### src/hw/tmz_pkg.sv
// Purpose: Shared constants for the eight-bit timer with shared prescaler.
// Assumes: Byte-wide register port with an eight-bit address.
// Notes: Offsets, field positions, reset values and timing counts live here.

package tmz_pkg;

	// ==========================================================
	// Register offsets
	localparam int unsigned ADDR_W = 8;
	localparam logic [7:0] OFS_TIMER_COUNT = 8'h01;
	localparam logic [7:0] OFS_INTERRUPT_CONTROL = 8'h0b;
	localparam logic [7:0] OFS_OPTION_CONFIG = 8'h81;
	localparam logic [7:0] OFS_IRQ_STATUS = 8'h90;
	localparam logic [7:0] OFS_IRQ_CLEAR = 8'h91;
	localparam logic [7:0] OFS_IRQ_ENABLE = 8'h92;

	// ==========================================================
	// Field positions
	localparam int unsigned OPT_SRC_BIT = 5;
	localparam int unsigned OPT_EDGE_BIT = 4;
	localparam int unsigned OPT_ASSIGN_BIT = 3;
	localparam int unsigned OPT_RATIO_LSB = 0;
	localparam int unsigned RATIO_W = 3;
	localparam int unsigned ICTL_IE_BIT = 5;
	localparam int unsigned ICTL_FLAG_BIT = 2;
	localparam int unsigned IRQ_OVF_BIT = 0;

	// ==========================================================
	// Reset values
	localparam logic [7:0] TIMER_COUNT_RST = 8'h00;
	localparam logic [7:0] INTERRUPT_CONTROL_RST = 8'h00;
	localparam logic [7:0] OPTION_CONFIG_RST = 8'hff;

	// ==========================================================
	// Timing
	localparam logic [7:0] COUNT_MAX = 8'hff;
	localparam logic [1:0] WR_INHIBIT_CYCLES = 2'h2;

	// Four clock phases make one instruction cycle.
	typedef enum logic [1:0] {
		PH_Q1,
		PH_Q2,
		PH_Q3,
		PH_Q4
	} tmz_phase_t;

endpackage : tmz_pkg

### src/hw/tmz_sync.sv
// Purpose: Two-flop synchroniser for levels from outside the clock domain.
// Assumes: Input is a slowly changing level.
// Notes: Only the second flop is visible to other logic.

`timescale 1ns/1ps
`default_nettype none

module tmz_sync #(
	parameter int unsigned W = 1
) (
	// Clock and reset
	input wire logic i_clk,
	input wire logic i_rst,
	// Data
	input wire logic [W-1:0] i_async,
	output logic [W-1:0] o_sync
);

	logic [W-1:0] meta;

	always_ff @(posedge i_clk or posedge i_rst) begin
		if (i_rst) begin
			meta <= '0;
			o_sync <= '0;
		end else begin
			meta <= i_async;
			o_sync <= meta;
		end
	end

endmodule : tmz_sync

`default_nettype wire

### src/hw/tmz_prescaler.sv
// Purpose: Shared prescaler counter with timer and watchdog taps.
// Assumes: Ticks are one-cycle pulses on the module clock.
// Notes: Timer side divides by 2^(ratio+1), watchdog side by 2^ratio.

`timescale 1ns/1ps
`default_nettype none

module tmz_prescaler #(
	parameter int unsigned W = 8,
	parameter int unsigned RW = 3
) (
	// Clock and reset
	input wire logic i_clk,
	input wire logic i_rst,
	// Control
	input wire logic i_clear,
	input wire logic i_tick,
	input wire logic [RW-1:0] i_ratio,
	// Taps
	output logic [W-1:0] o_count,
	output logic o_tap,
	output logic o_wrap_timer,
	output logic o_wrap_wdt
);

	wire logic [RW:0] tshift = {1'b0, i_ratio} + {{RW{1'b0}}, 1'b1};
	wire logic [W:0] span_t = ({{W{1'b0}}, 1'b1} << tshift) - {{W{1'b0}}, 1'b1};
	wire logic [W:0] span_w = ({{W{1'b0}}, 1'b1} << i_ratio) - {{W{1'b0}}, 1'b1};
	wire logic [W-1:0] mask_t = span_t[W-1:0];
	wire logic [W-1:0] mask_w = span_w[W-1:0];

	assign o_tap = o_count[i_ratio];
	assign o_wrap_timer = i_tick && ((o_count & mask_t) == mask_t);
	assign o_wrap_wdt = i_tick && ((o_count & mask_w) == mask_w);

	always_ff @(posedge i_clk or posedge i_rst) begin
		if (i_rst) begin
			o_count <= '0;
		end else if (i_clear) begin
			o_count <= '0;
		end else if (i_tick) begin
			o_count <= o_count + {{(W-1){1'b0}}, 1'b1};
		end
	end

endmodule : tmz_prescaler

`default_nettype wire

### src/hw/tmz_timer.sv
// Purpose: Eight-bit timer/counter with a prescaler shared with the watchdog.
// Assumes: Four clock phases per instruction cycle; sleep and watchdog
//          clear come from core logic on the same clock.
// Notes: Registers sit on a plain strobe port with read data one cycle late.
// Function
// - Timer mode: count once per instruction cycle, after prescaling.
// - A count write holds off counting for two instruction cycles.
// - Counter mode: count selected edges of the external count pin.
// - Edge select clear means rising edges, set means falling edges.
// - Rollover from maximum to zero sets the overflow flag.
// - Overflow flag raises the interrupt only while its enable is set.
// - Flag stays set until software clears it before re-enabling.
// - Timer stops during sleep, so no overflow or wake-up then.
// - External count synchronised by sampling prescaler output on Q2 and Q4.
// - One prescaler serves either timer or watchdog; the other runs undivided.
// - Prescaler count is never readable or writable by software.
// - Assignment bit and three-bit ratio sit in option register low bits.
// - Count writes clear the prescaler when it serves the timer.
// - Watchdog clear clears the prescaler when it serves the watchdog.
//
// Added by the designer: the strobed register port.

`timescale 1ns/1ps
`default_nettype none

module tmz_timer #(
	parameter int unsigned PSC_W = 8
) (
	// Clock and reset
	input wire logic i_clk,
	input wire logic i_rst,
	// Register port
	input wire logic [7:0] i_addr,
	input wire logic [7:0] i_wdata,
	input wire logic i_wr,
	input wire logic i_rd,
	output logic [7:0] o_rdata,
	// External count pin
	input wire logic i_ext_count,
	// Core and watchdog
	input wire logic i_sleep,
	input wire logic i_wdt_clear,
	input wire logic i_wdt_osc_tick,
	output logic o_wdt_tick,
	// Interrupt
	output logic o_irq
);

	// ==========================================================
	// Phase clocks
	tmz_pkg::tmz_phase_t phase;
	wire logic q2 = (phase == tmz_pkg::PH_Q2);
	wire logic q4 = (phase == tmz_pkg::PH_Q4);

	always_ff @(posedge i_clk or posedge i_rst) begin
		if (i_rst) begin
			phase <= tmz_pkg::PH_Q1;
		end else begin
			unique case (phase)
				tmz_pkg::PH_Q1: phase <= tmz_pkg::PH_Q2;
				tmz_pkg::PH_Q2: phase <= tmz_pkg::PH_Q3;
				tmz_pkg::PH_Q3: phase <= tmz_pkg::PH_Q4;
				tmz_pkg::PH_Q4: phase <= tmz_pkg::PH_Q1;
			endcase
		end
	end

	// ==========================================================
	// Registers and decode
	logic [7:0] timer_count;
	logic [7:0] option_config;
	logic [7:0] ictl_rest;
	logic overflow_flag;
	logic [1:0] inhibit;

	wire logic wr_tmr = i_wr && (i_addr == tmz_pkg::OFS_TIMER_COUNT);
	wire logic wr_ictl = i_wr && (i_addr == tmz_pkg::OFS_INTERRUPT_CONTROL);
	wire logic wr_opt = i_wr && (i_addr == tmz_pkg::OFS_OPTION_CONFIG);
	wire logic wr_clr = i_wr && (i_addr == tmz_pkg::OFS_IRQ_CLEAR);
	wire logic wr_en = i_wr && (i_addr == tmz_pkg::OFS_IRQ_ENABLE);

	// Option and interrupt-control fields steering the block.
	wire logic timer_source_select = option_config[tmz_pkg::OPT_SRC_BIT];
	wire logic external_edge_select = option_config[tmz_pkg::OPT_EDGE_BIT];
	wire logic prescaler_assignment = option_config[tmz_pkg::OPT_ASSIGN_BIT];
	wire logic [tmz_pkg::RATIO_W-1:0] prescale_ratio_field =
		option_config[tmz_pkg::OPT_RATIO_LSB +: tmz_pkg::RATIO_W];
	wire logic overflow_interrupt_enable = ictl_rest[tmz_pkg::ICTL_IE_BIT];
	wire logic psc_to_timer = !prescaler_assignment;

	// ==========================================================
	// External input conditioning
	logic pin_sync;
	logic pin_prev;
	logic samp;

	tmz_sync #(
		.W(1)
	) u_sync (
		.i_clk(i_clk),
		.i_rst(i_rst),
		.i_async(i_ext_count),
		.o_sync(pin_sync)
	);

	// Inverting for falling-edge mode lets one rising detector serve both.
	wire logic pin_lvl = pin_sync ^ external_edge_select;
	wire logic pin_rise = pin_lvl && !pin_prev;

	// ==========================================================
	// Shared prescaler
	logic [PSC_W-1:0] psc_cnt;
	logic psc_tap;
	logic wrap_timer;
	logic wrap_wdt;

	wire logic tmr_src = timer_source_select ? pin_rise : q4;
	// The watchdog keeps its own time base through sleep.
	wire logic psc_tick = prescaler_assignment ? i_wdt_osc_tick :
		(!i_sleep && tmr_src);
	wire logic psc_clr = prescaler_assignment ? i_wdt_clear : wr_tmr;

	tmz_prescaler #(
		.W(PSC_W),
		.RW(tmz_pkg::RATIO_W)
	) u_psc (
		.i_clk(i_clk),
		.i_rst(i_rst),
		.i_clear(psc_clr),
		.i_tick(psc_tick),
		.i_ratio(prescale_ratio_field),
		.o_count(psc_cnt),
		.o_tap(psc_tap),
		.o_wrap_timer(wrap_timer),
		.o_wrap_wdt(wrap_wdt)
	);

	// ==========================================================
	// Increment selection
	// Without the prescaler the conditioned pin stands in for its output.
	wire logic ext_src = psc_to_timer ? psc_tap : pin_lvl;
	wire logic sample_now = q2 || q4;
	wire logic ext_inc = sample_now && ext_src && !samp;
	wire logic int_inc = q4 && (prescaler_assignment || wrap_timer);
	wire logic raw_inc = !i_sleep && (timer_source_select ? ext_inc : int_inc);
	wire logic count_en = raw_inc && (inhibit == 2'h0) && !wr_tmr;
	// Low prescaler bits that must read zero right after a timer-side wrap.
	wire logic [3:0] div_shift = {1'b0, prescale_ratio_field} + 4'h1;
	wire logic [PSC_W:0] div_span =
		({{PSC_W{1'b0}}, 1'b1} << div_shift) - {{PSC_W{1'b0}}, 1'b1};
	wire logic [PSC_W-1:0] div_mask = div_span[PSC_W-1:0];
	wire logic ovf_ev = count_en && (timer_count == tmz_pkg::COUNT_MAX);

	always_ff @(posedge i_clk or posedge i_rst) begin
		if (i_rst) begin
			// The option reset value selects falling edges, so the idle pin reads high here.
			pin_prev <= 1'b1;
			samp <= 1'b1;
		end else begin
			pin_prev <= pin_lvl;
			if (sample_now) begin
				samp <= ext_src;
			end
		end
	end

	// ==========================================================
	// Count register and write hold-off
	always_ff @(posedge i_clk or posedge i_rst) begin
		if (i_rst) begin
			timer_count <= tmz_pkg::TIMER_COUNT_RST;
			inhibit <= 2'h0;
		end else if (wr_tmr) begin
			timer_count <= i_wdata;
			inhibit <= tmz_pkg::WR_INHIBIT_CYCLES;
		end else begin
			if (count_en) begin
				timer_count <= timer_count + 8'h01;
			end
			if (q4 && (inhibit != 2'h0)) begin
				inhibit <= inhibit - 2'h1;
			end
		end
	end

	// ==========================================================
	// Option and interrupt control
	wire logic [7:0] ictl_wmask = ~(8'h01 << tmz_pkg::ICTL_FLAG_BIT);
	wire logic sw_clear = wr_clr && i_wdata[tmz_pkg::IRQ_OVF_BIT];
	wire logic next_flag_sw = wr_ictl ? i_wdata[tmz_pkg::ICTL_FLAG_BIT] :
		(overflow_flag && !sw_clear);
	// A rollover in the cycle of a clear still leaves the flag set.
	wire logic next_flag = ovf_ev || next_flag_sw;

	always_ff @(posedge i_clk or posedge i_rst) begin
		if (i_rst) begin
			option_config <= tmz_pkg::OPTION_CONFIG_RST;
			ictl_rest <= tmz_pkg::INTERRUPT_CONTROL_RST;
			overflow_flag <= 1'b0;
		end else begin
			overflow_flag <= next_flag;
			if (wr_opt) begin
				option_config <= i_wdata;
			end
			if (wr_ictl) begin
				ictl_rest <= i_wdata & ictl_wmask;
			end else if (wr_en) begin
				ictl_rest[tmz_pkg::ICTL_IE_BIT] <= i_wdata[tmz_pkg::IRQ_OVF_BIT];
			end
		end
	end

	assign o_irq = overflow_flag && overflow_interrupt_enable;

	// ==========================================================
	// Watchdog time base
	// Unassigned, the watchdog sees its raw oscillator ticks.
	wire logic next_wdt_tick = prescaler_assignment ? wrap_wdt : i_wdt_osc_tick;

	always_ff @(posedge i_clk or posedge i_rst) begin
		if (i_rst) begin
			o_wdt_tick <= 1'b0;
		end else begin
			o_wdt_tick <= next_wdt_tick;
		end
	end

	// ==========================================================
	// Read path
	// The prescaler has no address, so its count never reaches the bus.
	wire logic [7:0] ictl_view = ictl_rest | ({7'h00, overflow_flag} << tmz_pkg::ICTL_FLAG_BIT);
	wire logic [7:0] stat_view = {7'h00, overflow_flag};
	wire logic [7:0] en_view = {7'h00, overflow_interrupt_enable};
	wire logic [7:0] rd_mux =
		(i_addr == tmz_pkg::OFS_TIMER_COUNT) ? timer_count :
		(i_addr == tmz_pkg::OFS_INTERRUPT_CONTROL) ? ictl_view :
		(i_addr == tmz_pkg::OFS_OPTION_CONFIG) ? option_config :
		(i_addr == tmz_pkg::OFS_IRQ_STATUS) ? stat_view :
		(i_addr == tmz_pkg::OFS_IRQ_ENABLE) ? en_view : 8'h00;

	always_ff @(posedge i_clk or posedge i_rst) begin
		if (i_rst) begin
			o_rdata <= 8'h00;
		end else begin
			o_rdata <= i_rd ? rd_mux : 8'h00;
		end
	end

	// ==========================================================
	// Assertions
	a_timer_step: assert property (@(posedge i_clk) disable iff (i_rst)
		(!timer_source_select && prescaler_assignment && q4 && !i_sleep &&
		inhibit == 2'h0 && !wr_tmr) |=> timer_count == $past(timer_count) + 8'h01)
		else $error("timer did not step on instruction cycle");

	a_write_holdoff: assert property (@(posedge i_clk) disable iff (i_rst)
		wr_tmr ##1 (!wr_tmr) [*4] |-> $stable(timer_count))
		else $error("count changed right after a write");

	a_ext_phase: assert property (@(posedge i_clk) disable iff (i_rst)
		(count_en && timer_source_select) |-> (q2 || q4))
		else $error("external count outside Q2 or Q4");

	a_ext_edge: assert property (@(posedge i_clk) disable iff (i_rst)
		(count_en && timer_source_select && prescaler_assignment) |->
		(pin_lvl && !$past(pin_lvl, 3)) || $past(pin_lvl) || $past(pin_lvl, 2))
		else $error("external count without selected edge");

	a_ovf_sets: assert property (@(posedge i_clk) disable iff (i_rst)
		ovf_ev |=> overflow_flag && timer_count == 8'h00)
		else $error("rollover did not set flag");

	a_irq_gate: assert property (@(posedge i_clk) disable iff (i_rst)
		!overflow_interrupt_enable |-> !o_irq)
		else $error("interrupt while disabled");

	a_flag_sticky: assert property (@(posedge i_clk) disable iff (i_rst)
		(overflow_flag && !wr_ictl && !wr_clr) |=> overflow_flag)
		else $error("flag dropped without software");

	a_sleep_stop: assert property (@(posedge i_clk) disable iff (i_rst)
		(i_sleep && !wr_tmr) |=> $stable(timer_count) && !overflow_flag ||
		$past(overflow_flag) || $past(wr_ictl))
		else $error("timer moved during sleep");

	a_wdt_direct: assert property (@(posedge i_clk) disable iff (i_rst)
		(!prescaler_assignment && !$past(prescaler_assignment)) |->
		o_wdt_tick == $past(i_wdt_osc_tick))
		else $error("watchdog divided while prescaler on timer");

	a_psc_clr_tmr: assert property (@(posedge i_clk) disable iff (i_rst)
		(wr_tmr && psc_to_timer) |=> psc_cnt == '0 && $stable(option_config))
		else $error("count write did not clear prescaler");

	a_psc_clr_wdt: assert property (@(posedge i_clk) disable iff (i_rst)
		(i_wdt_clear && prescaler_assignment) |=> psc_cnt == '0)
		else $error("watchdog clear did not clear prescaler");

	a_div_ratio: assert property (@(posedge i_clk) disable iff (i_rst)
		(psc_to_timer && !timer_source_select && int_inc && !i_sleep) |=>
		(psc_cnt & div_mask) == '0 || $past(psc_clr) || $past(wr_opt))
		else $error("prescaler wrap not at ratio");

	c_overflow: cover property (@(posedge i_clk) disable iff (i_rst) ovf_ev && o_irq == 1'b0);
	c_ext_count: cover property (@(posedge i_clk) disable iff (i_rst)
		count_en && timer_source_select && external_edge_select);
	c_wdt_div: cover property (@(posedge i_clk) disable iff (i_rst)
		prescaler_assignment && o_wdt_tick);
	c_clear_race: cover property (@(posedge i_clk) disable iff (i_rst) ovf_ev && sw_clear);

endmodule : tmz_timer

`default_nettype wire

### config.mk
export PLATFORM = sky130hd
export DESIGN_NAME = tmz_timer
export DESIGN_NICKNAME = d
export VERILOG_FILES = /design/src/hw/tmz_pkg.sv /design/src/hw/tmz_sync.sv /design/src/hw/tmz_prescaler.sv /design/src/hw/tmz_timer.sv
export SDC_FILE = /design/constraint.sdc
export NUM_CORES = 1
export LEC_CHECK = 0
export BUFFER_PORTS_ARGS = -buffer_cell sky130_fd_sc_hd__buf_2
export CELL_PAD_IN_SITES_DETAIL_PLACEMENT = 2
export CELL_PAD_IN_SITES_GLOBAL_PLACEMENT = 2
export CORE_AREA = 2 2 85 95
export DETAILED_ROUTE_END_ITERATION = 10
export DIE_AREA = 0 0 87 97
export PLACE_DENSITY = 0.79
export SYNTH_ARGS = -nofsm -noshare
export SYNTH_HDL_FRONTEND = slang
export SYNTH_SLANG_ARGS = --single-unit
export TNS_END_PERCENT = 1
### constraint.sdc
create_clock -name i_clk -period 6.3 [get_ports i_clk]
set_input_delay 0 -clock i_clk [delete_from_list [all_inputs] [get_ports i_clk]]
set_output_delay 0 -clock i_clk [all_outputs]
set_load 0.03 [all_outputs]
==> results of run 1 <==
-- metal layers --
layer  up-vias  global-route usage  wire length [microns]
li1       1120                   -                      -
met2        37               0.378                   4440
met1      1208               0.238                   3310
met3         8              0.0299                    220
met5         -                   0                      0
met4         0              0.0481                     68
-- through the flow --
step                hold slack [ns]  total power, W  cells
detailed placement            0.110        0.000605    399
floorplan                    0.0314        0.000538    292
global route                 0.0233        0.000846    417
finish                       0.0155        0.000798    417
global placement              0.109        0.000590    399
CTS                         0.00430        0.000809    417
-- sequential cells by signal, summed over array words and instances, names as in the netlist, 2 cells and up --
signal	count
phase	2
ictl_rest	7
o_rdata	8
option_config	8
inhibit	2
u_psc.o_count	8
timer_count	8
-- worst max path at each step --
stage                                       from                          to  slack (ns)  cells after the start
floorplan           option_config[1]$_DFFE_PP1P_  timer_count[7]$_DFFE_PP0P_        3.17                     15
global placement    option_config[1]$_DFFE_PP1P_  timer_count[7]$_DFFE_PP0P_        2.69                     13
detailed placement  option_config[1]$_DFFE_PP1P_  timer_count[7]$_DFFE_PP0P_        2.48                     12
CTS                 option_config[1]$_DFFE_PP1P_  timer_count[7]$_DFFE_PP0P_        2.46                     12
global route        option_config[1]$_DFFE_PP1P_  timer_count[7]$_DFFE_PP0P_        2.18                     12
finish              option_config[1]$_DFFE_PP1P_  timer_count[7]$_DFFE_PP0P_        2.46                     12
-- power groups by stage --
stage / clock (W) / sequential [W] / combinational, W
floorplan: 0 / 0.000398 / 0.000139
detailed placement: 0 / 0.000431 / 0.000174
finish: 0.000195 / 0.000424 / 0.000179
CTS: 0.000202 / 0.000426 / 0.000182
global route: 0.000212 / 0.000434 / 0.000200
global placement: 0 / 0.000428 / 0.000162
-- synthesized netlist by cell type (all sizes together), types with 5 or more instances --
library cell / n / area [sq um]
nand2b: 5 / 31.3
clkbuf: 5 / 18.8
xor2: 8 / 77.6
mux2: 18 / 206
a31oi: 9 / 62.6
nand2: 25 / 101
inv: 14 / 52.6
xnor2: 7 / 61.3
a21oi: 9 / 45.0
nand4: 5 / 31.3
buf: 8 / 56.3
ha: 11 / 138
or3: 5 / 31.3
nor2b: 13 / 81.3
nor2: 29 / 111
a222oi: 7 / 70.1
nand3: 5 / 25.0
dfrtp: 39 / 976
o21ai: 12 / 60.1
dfstp: 10 / 263
-- layout make-up --
type,instances,area [sq um],share of cell area
Multi-Input combinational cell,216,1530,0.465
Sequential cell,49,1240,0.377
Timing Repair Buffer,43,265,0.0808
Tap cell,87,109,0.0332
Clock buffer,5,68.8,0.0210
Inverter,14,52.6,0.0160
Clock inverter,3,21.3,0.00648
-- what timing repair did --
item	4_1_cts	5_1_grt
hold buffers	10	0
setup endpoints to repair	0	0
hold endpoints to repair	60	0
-- cells by family after synthesis --
group,share of synthesized area
simple gates,0.196
compound gates,0.155
flops,0.428
buf+inv,0.0441
mux,0.0817
xor+xnor,0.0480
fa+ha+maj,0.0476
-- tightest hold or removal path, cell delays in order --
cell and delay, ns:
sky130_fd_sc_hd__buf_2 0.14, sky130_fd_sc_hd__nor2_1 0.11, sky130_fd_sc_hd__a21oi_1 0.05
==> results.py, run 1 <==
metrics = {
    "timing": {
        "max_slew_margin": 0.284,
        "maximum_clock_rate_mhz": 260,
        "period_needed_ns": 3.84,
        "tightest_slew_ns": 1.07,
        "grt_setup_unrepaired": "no",
        "report.final.hold_viol_count": 0,
        "fin_ws_ns": 2.46,
        "layout_worst_path_cycle_share": 0.610,
        "fin_worst_skew_ns": 0.00897,
        "finalSetupViolCount": 0,
        "tns_ns": 0,
        "maxSlewViolCount": 0,
    },
    "setup_path": {
        "end_kind": "flip-flop",
        "worst-path-buf-inv": 1,
        "critPathTopFamily": "simple AND/OR/NAND/NOR gates",
        "type_of_element_launching_the_critical_path": "flip-flop",
        "cpMaxStageDelayCell": "sky130_fd_sc_hd__dfstp_2",
        "worst-setup-path-type": "flip-flop to flip-flop",
        "cp_slowest_stage_delay_ns": 0.80,
        "worstReg2RegEnd": "timer_count[7]$_DFFE_PP0P_",
        "critPathRequiredTime_ns": 6.53,
        "reg2reg_setup_slack_ns": 2.46,
        "worst_r2r_startpoint": "option_config[1]$_DFFE_PP1P_",
        "critical_path_peak_fanout": 21,
        "cell_mode_on_critical_path": "sky130_fd_sc_hd__ha_1",
        "cp_cell_instances": "nand2_4, inv_1, ha_1, nor2b_1, nand2b_1, ha_1, xor2_1, o21ai_0, nor4_1, a31oi_2, or4_1, a31oi_1",
        "critPathArrivalTime_ns": 4.07,
        "r2r_cells": 12,
    },
    "yosys": {
        "postSynthNetCount": 327,
        "number_of_enable_flip_flop_cells_after_synthesis": 0,
        "syn_area_per_cell_sq_um": 9.91,
        "mappedNetlistArea_sq_um": 2890,
        "synth_seq_area_share": 0.428,
        "synth.ff_latch_count": 49,
        "synthArstFlopShare": 1.00,
        "ys_types": 57,
        "synthesis.instances": 292,
        "synthFlopType": "sky130_fd_sc_hd__dfrtp_1",
        "yosys_warnings": 0,
    },
    "global_routing": {
        "first_global_vias": 2607,
        "overflow": 0,
        "groute.usage.overall": 0.203,
        "grt_pass1_wl_microns": 13400,
        "grt_start_max_net_pins": 50,
        "antenna_found_initial": 0,
    },
    "pwr": {
        "clkPwrFrac": 0.244,
        "net_sw_frac": 0.340,
        "share_comb_of_total_power": 0.224,
        "seq_power_share": 0.532,
        "total_leakage_power_nw": 1.44,
        "p_int_w": 0.000526,
        "switchingPower_w": 0.000271,
        "cellPowerDensity_nw_per_um2": 243,
        "worst_ir_drop_vdd_uv": 90.0,
    },
    "layout": {
        "antenna_cells_inserted": 0,
        "layout-area-overhead-vs-synth_pct": 13.5,
        "mostFrequentLayoutCell": "sky130_fd_sc_hd__dfrtp_1",
        "n_fill_cell": 794,
        "nets": 364,
        "fin_util": 0.444,
        "post_route_cells_drive_above_1_share": 0.242,
        "final_design_area_no_fill_sq_um": 3280,
        "most-common-layout-cells": "sky130_fd_sc_hd__dfrtp_1, sky130_fd_sc_hd__buf_2, sky130_fd_sc_hd__nor2_1",
    },
    "drt": {
        "drt-vias-per-instance": 5.69,
        "initialDrtViolationCount": 87,
        "num_vias": 2373,
        "route.antenna.remaining_nets": 0,
        "routed_wl_microns": 8040,
        "drt_pre_antenna_iters": 4,
        "wl_per_cell_microns": 19.3,
        "post-route-drc-count": 0,
    },
    "clock_network": {
        "cts_tree": "yes",
        "post-cts-setup-buffer-count": 0,
        "post_cts.resized_instances": 0,
        "clock_insertion_delay_at_the_later_pin_of_the_skew_report_ns": 0.31,
        "clk_transition_reported_paths_ns": 0.10,
        "cts_buffer_depth": 2,
        "htreeDepth": 2,
        "clock_sink_count": 49,
        "cts-buffers-inserted": 5,
        "clockRootBuffer": "sky130_fd_sc_hd__clkbuf_8",
    },
    "floorplanning": {
        "placementRows": 33,
        "ios": 34,
        "coreArea_sq_um": 7390,
        "die_area_sq_um": 8440,
        "die_width_microns": 87,
        "floorplan.initialDensity": 0.391,
        "die_height_microns": 97,
    },
    "placement": {
        "routabilityCongestion": 0.871,
        "placedInstanceArea_sq_um": 3090,
        "hpwl_microns": 5890,
        "pre_cts_slack_ns": 2.48,
        "buffer_ports.inserted": 33,
    },
    "hold_path": {
        "holdPathEnd": "timer_count[0]$_DFFE_PP0P_",
        "hold_start": "i_wdata[0]",
        "min_delay_path_depth": 3,
        "min_path_type": "input pin to flip-flop",
    },
    "job": {
        "max_capacitance_violation_count": 0,
    },
    "outcome": {
        "outcome": "complete, no violations",
    },
}
Note: power is estimated with default switching activity, not from simulation.
==> run 2, diff against run 1 <==
--- a/config.mk
+++ b/config.mk
@@ -8,10 +8,10 @@
 export BUFFER_PORTS_ARGS = -buffer_cell sky130_fd_sc_hd__buf_2
 export CELL_PAD_IN_SITES_DETAIL_PLACEMENT = 2
 export CELL_PAD_IN_SITES_GLOBAL_PLACEMENT = 2
-export CORE_AREA = 2 2 85 95
+export CORE_AREA = 2 2 88 98
 export DETAILED_ROUTE_END_ITERATION = 10
-export DIE_AREA = 0 0 87 97
-export PLACE_DENSITY = 0.79
+export DIE_AREA = 0 0 90 100
+export PLACE_DENSITY = 0.75
 export SYNTH_ARGS = -nofsm -noshare
 export SYNTH_HDL_FRONTEND = slang
 export SYNTH_SLANG_ARGS = --single-unit
==> constraint.sdc (replaced) <==
create_clock -name i_clk -period 3.7 [get_ports i_clk]
set_input_delay 0 -clock i_clk [delete_from_list [all_inputs] [get_ports i_clk]]
set_output_delay 0 -clock i_clk [all_outputs]
set_load 0.03 [all_outputs]
==> results.py, run 2 (same netlist as run 1, synthesis figures left out) <==
metrics = {
    "setup_path": {
        "type_of_element_launching_the_critical_path": "flip-flop",
        "end_kind": "flip-flop",
        "critical_path_peak_fanout": 8,
        "worst-setup-path-type": "flip-flop to flip-flop",
        "critPathRequiredTime_ns": 3.93,
        "cp_cell_instances": "nand2_4, inv_1, ha_1, nor2b_1, nand2b_1, ha_1, nor3_1, a21oi_1, a2bb2oi_1, a2bb2oi_1, a31oi_2, or4_1, a31oi_1",
        "cp_slowest_stage_delay_ns": 0.57,
        "cpMaxStageDelayCell": "sky130_fd_sc_hd__or4_1",
        "critPathArrivalTime_ns": 3.52,
    },
    "job": {
        "max_capacitance_violation_count": 0,
    },
    "layout": {
        "post_route_cells_drive_above_1_share": 0.256,
        "layout-area-overhead-vs-synth_pct": 16.8,
        "n_fill_cell": 921,
        "final_design_area_no_fill_sq_um": 3380,
        "mostFrequentLayoutCell": "sky130_fd_sc_hd__dfrtp_1",
        "most-common-layout-cells": "sky130_fd_sc_hd__dfrtp_1, sky130_fd_sc_hd__buf_2, sky130_fd_sc_hd__nor2_1",
        "nets": 370,
        "antenna_cells_inserted": 0,
    },
    "pwr": {
        "total_leakage_power_nw": 1.48,
        "cellPowerDensity_nw_per_um2": 425,
        "switchingPower_w": 0.000469,
        "worst_ir_drop_vdd_uv": 167,
        "clkPwrFrac": 0.282,
        "p_int_w": 0.000966,
        "seq_power_share": 0.501,
        "post-layout-total-power_w": 0.00144,
        "net_sw_frac": 0.327,
        "share_comb_of_total_power": 0.217,
    },
    "clock_network": {
        "htreeDepth": 2,
        "clockRootBuffer": "sky130_fd_sc_hd__clkbuf_8",
        "cts-buffers-inserted": 5,
        "cts_tree": "yes",
        "clk_transition_reported_paths_ns": 0.09,
        "post_cts.resized_instances": 0,
        "clock_insertion_delay_at_the_later_pin_of_the_skew_report_ns": 0.32,
        "clock_sink_count": 49,
        "cts_buffer_depth": 2,
    },
    "floorplanning": {
        "floorplan.initialDensity": 0.355,
        "placementRows": 35,
        "die_width_microns": 90,
        "coreArea_sq_um": 8150,
        "ios": 34,
        "die_height_microns": 100,
        "die_area_sq_um": 9000,
    },
    "timing": {
        "maxSlewViolCount": 0,
        "fin_ws_ns": 0.414,
        "whs_ns": 0.0251,
        "grt_setup_unrepaired": "no",
        "fin_worst_skew_ns": 0.0130,
        "layout_worst_path_cycle_share": 0.888,
        "period_needed_ns": 3.29,
        "report.final.hold_viol_count": 0,
        "maximum_clock_rate_mhz": 304,
        "max_slew_margin": 0.296,
        "finalSetupViolCount": 0,
        "tightest_slew_ns": 1.05,
        "tns_ns": 0,
    },
    "global_routing": {
        "groute.usage.overall": 0.194,
        "overflow": 0,
        "antenna_found_initial": 0,
        "grt_pass1_wl_microns": 13700,
        "grt_start_max_net_pins": 50,
        "first_global_vias": 2677,
    },
    "drt": {
        "drt-vias-per-instance": 5.33,
        "wl_per_cell_microns": 18.8,
        "route.antenna.remaining_nets": 0,
        "drt_pre_antenna_iters": 4,
        "num_vias": 2384,
        "post-route-drc-count": 0,
        "routed_wl_microns": 8420,
        "initialDrtViolationCount": 76,
    },
    "placement": {
        "routabilityCongestion": 0.810,
        "hpwl_microns": 6190,
        "placedInstanceArea_sq_um": 3170,
        "buffer_ports.inserted": 33,
        "pre_cts_slack_ns": 0.383,
    },
    "outcome": {
        "outcome": "complete, no violations",
    },
    "hold_path": {
        "min_path_type": "input pin to flip-flop",
    },
}
-- run 2: cell type report --
cell class                 count  area [sq um]  area share
clock buffer                   5          68.8      0.0204
multi-input combinational    216          1530       0.452
sequential                    49          1240       0.367
inverter                      14          52.6      0.0155
clock inverter                 3          43.8      0.0130
timing repair buffer          49           310      0.0918
tap                          111           139      0.0411
-- run 2: critical path: cells and delay by family, from the launching register on --
family	cells	cell delay [ns]
and+or+nand+nor	5	1.00
AOI/OAI and AO/OA	5	0.94
adders and majority gates	2	0.57
DFF	1	0.56
buffers and inverters	1	0.12
-- run 2: through the flow --
step	instances	utilization
CTS	447	0.415
floorplan	292	-
global placement	429	0.389
finish	447	0.415
global route	447	0.415
detailed placement	429	0.389
-- run 2: worst paths after layout --
check	startpoint	endpoint	slack, ns	cells after the start
max	option_config[0]$_DFFE_PP1P_	timer_count[7]$_DFFE_PP0P_	0.41	13
max reg2reg	option_config[0]$_DFFE_PP1P_	timer_count[7]$_DFFE_PP0P_	0.41	13
max in group asynchronous	i_rst	ictl_rest[5]$_DFFE_PP0P_	2.57	3
min in group asynchronous	i_rst	u_psc.o_count[3]$_DFFE_PP0P_	0.49	3
min	i_wdata[0]	ictl_rest[0]$_DFFE_PP0P_	0.03	2
min reg2reg	u_sync.meta$_DFF_PP0_	u_sync.o_sync$_DFF_PP0_	0.36	0
-- run 2: routing by layer --
| metal | vias up | routed length [microns] | global-route usage |
|---|---|---|---|
| met5 | - | 0 | 0 |
| met4 | 0 | 127 | 0.0568 |
| met3 | 7 | 110 | 0.0210 |
| met2 | 19 | 4710 | 0.393 |
| met1 | 1227 | 3470 | 0.212 |
| li1 | 1131 | - | - |
-- run 2: power by group through the flow --
stage                     registers, W  logic, W  clock network, W
after global routing          0.000730  0.000356          0.000430
after floorplan               0.000678  0.000237                 0
after detailed placement      0.000729  0.000305                 0
after global placement        0.000723  0.000289                 0
after CTS                     0.000719  0.000316          0.000417
final                         0.000719  0.000312          0.000404
-- run 2: repair_timing --
action | CTS | global route
hold buffers | 10 | 0
endpoints found under the hold margin | 52 | 0
buffers inserted | 0 | 0
